## src/rtl/acsm_pkg.sv

```systemverilog
// package: register map, field layout and source codes for the audio clock source muxes
// Functional notes
// [RULE_01] The dac divider source field, bits 6-4 of the dac/oversample select register, picks master, pll, oscillator, master pin, bit clock or gpio for codes 0 to 5 and mutes on any other code.
// [RULE_02] The oversample divider source field, bits 2-0, picks dac clock, master, pll, oscillator, master pin, bit clock or gpio for codes 0 to 6 and mutes on code 7.
// [RULE_03] The charge pump divider source field, bits 2-0 of its own register, uses the oversample code set and mutes on code 7.
// [RULE_04] With gpio as dsp divider source, pin field bits 6-4 picks general pin zero for 011 and general pin two for 101, and any other code mutes.
// [RULE_05] With gpio as dac divider source, pin field bits 2-0 picks general pin zero for 011 and general pin two for 101, and any other code mutes.
// [RULE_06] With gpio as charge pump divider source, pin field bits 6-4 picks general pin zero for 011 and general pin two for 101, and any other code mutes.
// [RULE_07] With gpio as oversample divider source, pin field bits 2-0 picks general pin zero for 011 and general pin two for 101, and any other code mutes.
// [RULE_08] The separate 3-bit dsp divider source field selects the gpio route with code 101, and then the dsp pin field picks the pin.
// [RULE_09] Reserved bits of the select registers hold and read back what software wrote, and have no function.
package acsm_pkg;

  localparam int unsigned ACSM_AW = 8;
  localparam int unsigned ACSM_DW = 8;

  localparam logic [7:0] ACSM_OFS_DAC_OVS_SEL  = 8'h0e;
  localparam logic [7:0] ACSM_OFS_PUMP_SEL     = 8'h0f;
  localparam logic [7:0] ACSM_OFS_DSP_DAC_PIN  = 8'h10;
  localparam logic [7:0] ACSM_OFS_PUMP_OVS_PIN = 8'h11;

  localparam logic [7:0] ACSM_RST_DAC_OVS_SEL  = 8'h00;
  localparam logic [7:0] ACSM_RST_PUMP_SEL     = 8'h00;
  localparam logic [7:0] ACSM_RST_DSP_DAC_PIN  = 8'h00;
  localparam logic [7:0] ACSM_RST_PUMP_OVS_PIN = 8'h00;

  localparam int unsigned ACSM_HI_LSB = 4;
  localparam int unsigned ACSM_LO_LSB = 0;

  // codes of the dac and dsp source fields
  localparam logic [2:0] ACSM_A_MASTER = 3'h0;
  localparam logic [2:0] ACSM_A_PLL    = 3'h1;
  localparam logic [2:0] ACSM_A_OSC    = 3'h2;
  localparam logic [2:0] ACSM_A_MPIN   = 3'h3;
  localparam logic [2:0] ACSM_A_BCLK   = 3'h4;
  localparam logic [2:0] ACSM_A_GPIO   = 3'h5;

  // codes of the oversample and charge pump source fields
  localparam logic [2:0] ACSM_B_DAC    = 3'h0;
  localparam logic [2:0] ACSM_B_MASTER = 3'h1;
  localparam logic [2:0] ACSM_B_PLL    = 3'h2;
  localparam logic [2:0] ACSM_B_OSC    = 3'h3;
  localparam logic [2:0] ACSM_B_MPIN   = 3'h4;
  localparam logic [2:0] ACSM_B_BCLK   = 3'h5;
  localparam logic [2:0] ACSM_B_GPIO   = 3'h6;

  // pin codes of the gpio pin fields
  localparam logic [2:0] ACSM_PIN_ZERO = 3'h3;
  localparam logic [2:0] ACSM_PIN_TWO  = 3'h5;

  typedef struct packed {
    logic master;
    logic pll;
    logic osc;
    logic mpin;
    logic bclk;
    logic general_pin_zero;
    logic general_pin_two;
  } acsm_src_t;

  typedef struct packed {
    logic                 wr;
    logic [ACSM_AW-1:0]   addr;
    logic [ACSM_DW-1:0]   wdata;
  } acsm_reg_req_t;

endpackage

```

## src/rtl/acsm_gpio_route.sv

```systemverilog
// one clock source mux stage: source code plus gpio pin code to a single clock
`timescale 1ns/1ps
module acsm_gpio_route
  import acsm_pkg::*;
(
  input  wire logic [2:0] src_code_i,
  input  wire logic [2:0] pin_code_i,
  input  wire logic [2:0] gpio_code_i,
  input  wire logic       code_b_i,
  input  wire logic       dac_clk_i,
  input  wire acsm_src_t  src_i,
  output logic            clk_o
);

  logic pin_clk;
  logic a_clk;
  logic b_clk;

  // only two pins exist; all other pin codes leave the route muted
  assign pin_clk = (pin_code_i == ACSM_PIN_ZERO) ? src_i.general_pin_zero :
                   (pin_code_i == ACSM_PIN_TWO)  ? src_i.general_pin_two  : 1'b0;

  always_comb begin
    case (src_code_i)
      ACSM_A_MASTER: a_clk = src_i.master;
      ACSM_A_PLL:    a_clk = src_i.pll;
      ACSM_A_OSC:    a_clk = src_i.osc;
      ACSM_A_MPIN:   a_clk = src_i.mpin;
      ACSM_A_BCLK:   a_clk = src_i.bclk;
      default:       a_clk = 1'b0;
    endcase
  end

  always_comb begin
    case (src_code_i)
      ACSM_B_DAC:    b_clk = dac_clk_i;
      ACSM_B_MASTER: b_clk = src_i.master;
      ACSM_B_PLL:    b_clk = src_i.pll;
      ACSM_B_OSC:    b_clk = src_i.osc;
      ACSM_B_MPIN:   b_clk = src_i.mpin;
      ACSM_B_BCLK:   b_clk = src_i.bclk;
      default:       b_clk = 1'b0;
    endcase
  end

  assign clk_o = (src_code_i == gpio_code_i) ? pin_clk : (code_b_i ? b_clk : a_clk);

endmodule

```

## src/rtl/acsm_top.sv

```systemverilog
// audio clock source muxes: select registers and the four divider clock routes
`timescale 1ns/1ps
module acsm_top
  import acsm_pkg::*;
(
  input  wire logic               core_clk_i,
  input  wire logic               reset_i,
  input  wire acsm_reg_req_t      reg_req_i,
  output logic [ACSM_DW-1:0]      reg_rdata_o,
  input  wire logic [2:0]         dsp_divider_source_i,
  input  wire acsm_src_t          src_i,
  output logic                    dac_clk_o,
  output logic                    oversample_clock_o,
  output logic                    charge_pump_clock_o,
  output logic                    dsp_clk_o
);

  logic [7:0] dac_ovs_sel_q;
  logic [7:0] pump_sel_q;
  logic [7:0] dsp_dac_pin_q;
  logic [7:0] pump_ovs_pin_q;
  logic [7:0] rdata_d;
  logic [7:0] rdata_q;

  wire wr_dac_ovs  = reg_req_i.wr && (reg_req_i.addr == ACSM_OFS_DAC_OVS_SEL);
  wire wr_pump     = reg_req_i.wr && (reg_req_i.addr == ACSM_OFS_PUMP_SEL);
  wire wr_dsp_dac  = reg_req_i.wr && (reg_req_i.addr == ACSM_OFS_DSP_DAC_PIN);
  wire wr_pump_ovs = reg_req_i.wr && (reg_req_i.addr == ACSM_OFS_PUMP_OVS_PIN);

  // whole bytes are stored so reserved bits read back as written
  always_ff @(posedge core_clk_i) begin
    if (reset_i) begin
      dac_ovs_sel_q  <= ACSM_RST_DAC_OVS_SEL;
      pump_sel_q     <= ACSM_RST_PUMP_SEL;
      dsp_dac_pin_q  <= ACSM_RST_DSP_DAC_PIN;
      pump_ovs_pin_q <= ACSM_RST_PUMP_OVS_PIN;
    end else begin
      if (wr_dac_ovs)  dac_ovs_sel_q  <= reg_req_i.wdata; // [RULE_09]
      if (wr_pump)     pump_sel_q     <= reg_req_i.wdata; // [RULE_09]
      if (wr_dsp_dac)  dsp_dac_pin_q  <= reg_req_i.wdata; // [RULE_09]
      if (wr_pump_ovs) pump_ovs_pin_q <= reg_req_i.wdata; // [RULE_09]
    end
  end

  assign rdata_d = (reg_req_i.addr == ACSM_OFS_DAC_OVS_SEL)  ? dac_ovs_sel_q  :
                   (reg_req_i.addr == ACSM_OFS_PUMP_SEL)     ? pump_sel_q     :
                   (reg_req_i.addr == ACSM_OFS_DSP_DAC_PIN)  ? dsp_dac_pin_q  :
                   (reg_req_i.addr == ACSM_OFS_PUMP_OVS_PIN) ? pump_ovs_pin_q : 8'h00;

  always_ff @(posedge core_clk_i) begin
    if (reset_i) rdata_q <= 8'h00;
    else         rdata_q <= rdata_d;
  end
  assign reg_rdata_o = rdata_q;

  wire [2:0] dac_divider_source          = dac_ovs_sel_q[ACSM_HI_LSB +: 3];
  wire [2:0] oversample_divider_source   = dac_ovs_sel_q[ACSM_LO_LSB +: 3];
  wire [2:0] charge_pump_divider_source  = pump_sel_q[ACSM_LO_LSB +: 3];
  wire [2:0] dsp_gpio_pin_select         = dsp_dac_pin_q[ACSM_HI_LSB +: 3];
  wire [2:0] dac_gpio_pin_select         = dsp_dac_pin_q[ACSM_LO_LSB +: 3];
  wire [2:0] charge_pump_gpio_pin_select = pump_ovs_pin_q[ACSM_HI_LSB +: 3];
  wire [2:0] oversample_gpio_pin_select  = pump_ovs_pin_q[ACSM_LO_LSB +: 3];

  logic dac_clk;

  // clock routes are pure muxes; a glitch on reselect is the user's to avoid by halting the divider
  acsm_gpio_route u_dac ( // [RULE_01] [RULE_05]
    .src_code_i  (dac_divider_source),
    .pin_code_i  (dac_gpio_pin_select),
    .gpio_code_i (ACSM_A_GPIO),
    .code_b_i    (1'b0),
    .dac_clk_i   (1'b0),
    .src_i       (src_i),
    .clk_o       (dac_clk)
  );

  acsm_gpio_route u_ovs ( // [RULE_02] [RULE_07]
    .src_code_i  (oversample_divider_source),
    .pin_code_i  (oversample_gpio_pin_select),
    .gpio_code_i (ACSM_B_GPIO),
    .code_b_i    (1'b1),
    .dac_clk_i   (dac_clk),
    .src_i       (src_i),
    .clk_o       (oversample_clock_o)
  );

  acsm_gpio_route u_pump ( // [RULE_03] [RULE_06]
    .src_code_i  (charge_pump_divider_source),
    .pin_code_i  (charge_pump_gpio_pin_select),
    .gpio_code_i (ACSM_B_GPIO),
    .code_b_i    (1'b1),
    .dac_clk_i   (dac_clk),
    .src_i       (src_i),
    .clk_o       (charge_pump_clock_o)
  );

  acsm_gpio_route u_dsp ( // [RULE_08] [RULE_04]
    .src_code_i  (dsp_divider_source_i),
    .pin_code_i  (dsp_gpio_pin_select),
    .gpio_code_i (ACSM_A_GPIO),
    .code_b_i    (1'b0),
    .dac_clk_i   (1'b0),
    .src_i       (src_i),
    .clk_o       (dsp_clk_o)
  );

  assign dac_clk_o = dac_clk;

endmodule

```

## config.mk

```make
export PLATFORM = sky130hd
export DESIGN_NAME = acsm_top
export DESIGN_NICKNAME = d
export VERILOG_FILES = /design/src/rtl/acsm_pkg.sv /design/src/rtl/acsm_gpio_route.sv /design/src/rtl/acsm_top.sv
export SDC_FILE = /design/constraint.sdc
export NUM_CORES = 1
export LEC_CHECK = 0
export BUFFER_PORTS_ARGS = -buffer_cell sky130_fd_sc_hd__buf_4
export CAP_MARGIN = 40
export CELL_PAD_IN_SITES_DETAIL_PLACEMENT = 1
export CELL_PAD_IN_SITES_GLOBAL_PLACEMENT = 1
export CORE_ASPECT_RATIO = 1.75
export CORE_MARGIN = 5
export CORE_UTILIZATION = 38
export DETAILED_ROUTE_END_ITERATION = 6
export MAX_ROUTING_LAYER = met4
export PLACE_DENSITY_LB_ADDON = 0.2
export SKIP_LAST_GASP = 1
export SYNTH_ARGS = -nofsm -noshare
export SYNTH_HDL_FRONTEND = slang
export SYNTH_HIERARCHICAL = 1
export SYNTH_SLANG_ARGS = --single-unit
```

## constraint.sdc

```tcl
create_clock -name core_clk_i -period 1.6 [get_ports core_clk_i]
set_input_delay 0.24 -clock core_clk_i [delete_from_list [all_inputs] [get_ports core_clk_i]]
set_output_delay 0.24 -clock core_clk_i [all_outputs]
set_load 0.1 [all_outputs]
```

==> run metrics <==
Multi-input gate area=1630 um2; Yosys cell types=34; slowest cell on the critical path=dfxtp_4; global route total overflow=0; Setup Viol. Count Final=4; Peak supply drop=0.000637 V; Worst setup SP type=register; cts hold-fix bufs=0; clk_lat worst skew=0.30 ns; antenna cell count=0; PwrDens=673 nW/um2; largest cells by area after synthesis=dfxtp_1 (34%), mux2i_1 (16%), nor2_1 (5.3%); pin count of the biggest net entering global routing=41; layout cells sized above 1=33.9%; share of the synthesized area in the top cell type=34.5%; Worst Path Arrival=2.25 ns; first-pass GRT wire length=12900 um; GRT Total Usage=21.0%; Worst Hold Class=input pin to register; critical path endpoint category=primary output; vias per cell=5.27; Cell Area, Synth=2320 um2; WL final=8160 um; max frequency=401 MHz; CP max stage delay=0.38 ns; Die Wd=69.1 um; synth warn=6; # IOs=41; violated checks=negative setup slack; Area Overhead vs Synth=51.8%; WL per Instance=17.5 um; clk_skew=0.00483 ns; H-tree depth=2; # rows=37; Final #Nets=415; #FFs+latches synth=40; Max Slew Vio Count=0; Sink Count=40; critical path class=register to primary output; drt first pass iters=4; root buffer cell=clkbuf_8; CTS tree=yes; Power Total=2.37 mW; Fillers=745; CP Buf/Inv Count=1; Max-Cap Viols=0; register area share after synthesis=34.5%; post-route ant nets=0; R2R Setup Slk=0.53 ns; clk buf depth=2; I/O Buffers=40; RSZ-0062 raised after global routing=true; leak pwr=1.43 nW; Max Fanout on Critical Path=7; placed wire-length estimate=5920 um; Util after Layout=59.5%; number of buffers created by CTS=5; # DRC=0; Die Y=113 um; Storage cell area=812 um2; DIE AREA=7840 um2; post-synthesis cell count=269; vias in the first global route=2709; Finished Cell Area=3530 um2; Core Area=5930 um2; antenna violations before repair=0; Final Hold Viols=0; vias=2449; status=finished, violations left; DRC marker count from the first detailed-route iteration=64; Final WS setup=-0.892 ns; DP Area=3220 um2; Cell Chain, Critical Path=mux2i_1, o41a_1, a31oi_4, mux2i_1, o211ai_1, o211ai_1, a31oi_4, buf_12; Tmin final=2.49 ns; Initial Util=39.2%; Reg clk slew, reported paths=0.08 ns; Worst Path Required=1.36 ns; period utilisation layout=156%; routability cong.=0.832; Top delay family on crit path=compound AO/OA/AOI/OAI gates; Syn Area/Cell=8.64 um2; largest area contributor in the netlist=dfxtp_1
-- area by class of cell --
type | instances | share of cell area (%)
Clock buffer | 6 | 2.34
Tap cell | 78 | 2.77
Inverter | 5 | 0.532
Sequential cell | 40 | 23.0
Clock inverter | 2 | 1.10
Timing Repair Buffer | 98 | 24.1
Multi-Input combinational cell | 236 | 46.1
-- worst reg2reg max path, delay by kind of cell (launching register included) --
kind	cells	cell delay, ns
AO/OA/AOI/OAI	2	0.52
flip-flops	1	0.37
AND/OR/NAND/NOR	1	0.07
-- repair_timing --
item,CTS,global route
pin swaps,8,8
setup buffers,2,5
gates cloned,0,0
setup endpoints to repair,4,4
gates resized for setup,22,14
-- routing by layer --
metal	up-vias	share of wire, %	wire length, um	GRT usage [%]
met2	52	59	4790	42.0
met5	-	0	0	-
li1	1178	-	-	-
met3	18	2.6	209	2.73
met1	1201	35	2890	19.2
met4	0	3.3	272	9.00
-- cell usage after synthesis --
cell type	n
and2_1	1
inv_1	5
a21oi_1	12
conb_1	2
o41a_1	4
a211oi_1	8
nand4_1	1
nor2_1	33
nand3b_1	12
clkbuf_2	4
nand4_2	1
mux2i_1	36
or4b_4	2
and3_1	2
a31oi_1	4
o211ai_1	8
nor4b_2	1
and3_2	1
nand2_1	21
a22oi_1	8
buf_2	1
nand4b_1	2
nor3_4	2
xnor2_1	12
and2_0	1
and4_2	1
nor3_1	1
buf_4	4
o21ai_0	8
dfxtp_1	40
a21o_1	8
nor4_2	1
nand3_1	15
clkbuf_1	7
-- report_power, final --
part           switching, mW  internal [mW]  total, mW
registers            0.00114          0.992      0.993
clock network          0.369          0.510      0.879
logic                  0.276          0.226      0.502
-- per-stage QoR --
step	cells	worst slack (ns)	hold slack, ns	TNS, ns
detailed placement	451	-0.652	0.450	-4.02
floorplan	297	-1.26	0.380	-2.76
global placement	451	-0.553	0.438	-2.87
CTS	460	-0.837	0.203	-2.02
finish	465	-0.892	0.202	-2.28
global route	465	-0.995	0.225	-2.64
-- flip-flops by register name, summed over array words and instances (netlist names) --
name,count
pump_sel_q,8
pump_ovs_pin_q,8
reg_rdata_o,8
dsp_dac_pin_q,8
dac_ovs_sel_q,8
-- path summary, 6_finish.rpt --
check,start,end,depth (start not counted)
setup / recovery,dac_ovs_sel_q[5],charge_pump_clock_o,8
hold / removal,reg_req_i[7],dac_ovs_sel_q[7],3
setup reg to reg,dsp_dac_pin_q[6],reg_rdata_o[6],3
hold reg to reg,pump_sel_q[4],pump_sel_q[4],2
-- placed cells by master, fill, tap and decap left out, types with 4 or more instances in the layout --
master	netlist	routed
a211oi_1	8	8
a21oi_1	12	10
inv_1	5	5
o21ai_0	8	5
dfxtp_1	40	35
clkbuf_8	0	6
buf_6	0	5
xnor2_1	12	11
nand3_1	15	15
a31oi_4	0	4
conb_1	2	30
o211ai_1	8	8
buf_12	0	7
a21o_1	8	8
nand2_1	21	21
o41a_1	4	4
a22oi_1	8	8
mux2i_1	36	34
nand3b_1	12	12
buf_4	4	85
nor2_1	33	33
-- logic make-up (layout without fill, tap and decap cells) --
| logic type | Yosys count | after routing | share of synthesized area (%) |
|---|---|---|---|
| AOI/OAI and AO/OA | 60 | 60 | 17.7 |
| xor gates and xnor gates | 12 | 12 | 4.52 |
| buffers and inverters | 21 | 111 | 4.31 |
| DFF | 40 | 40 | 34.5 |
| muxes | 36 | 36 | 15.5 |
| other | 2 | 30 | 0.323 |
| and+or+nand+nor | 98 | 98 | 23.2 |
Note: power is estimated with default switching activity, not from simulation.
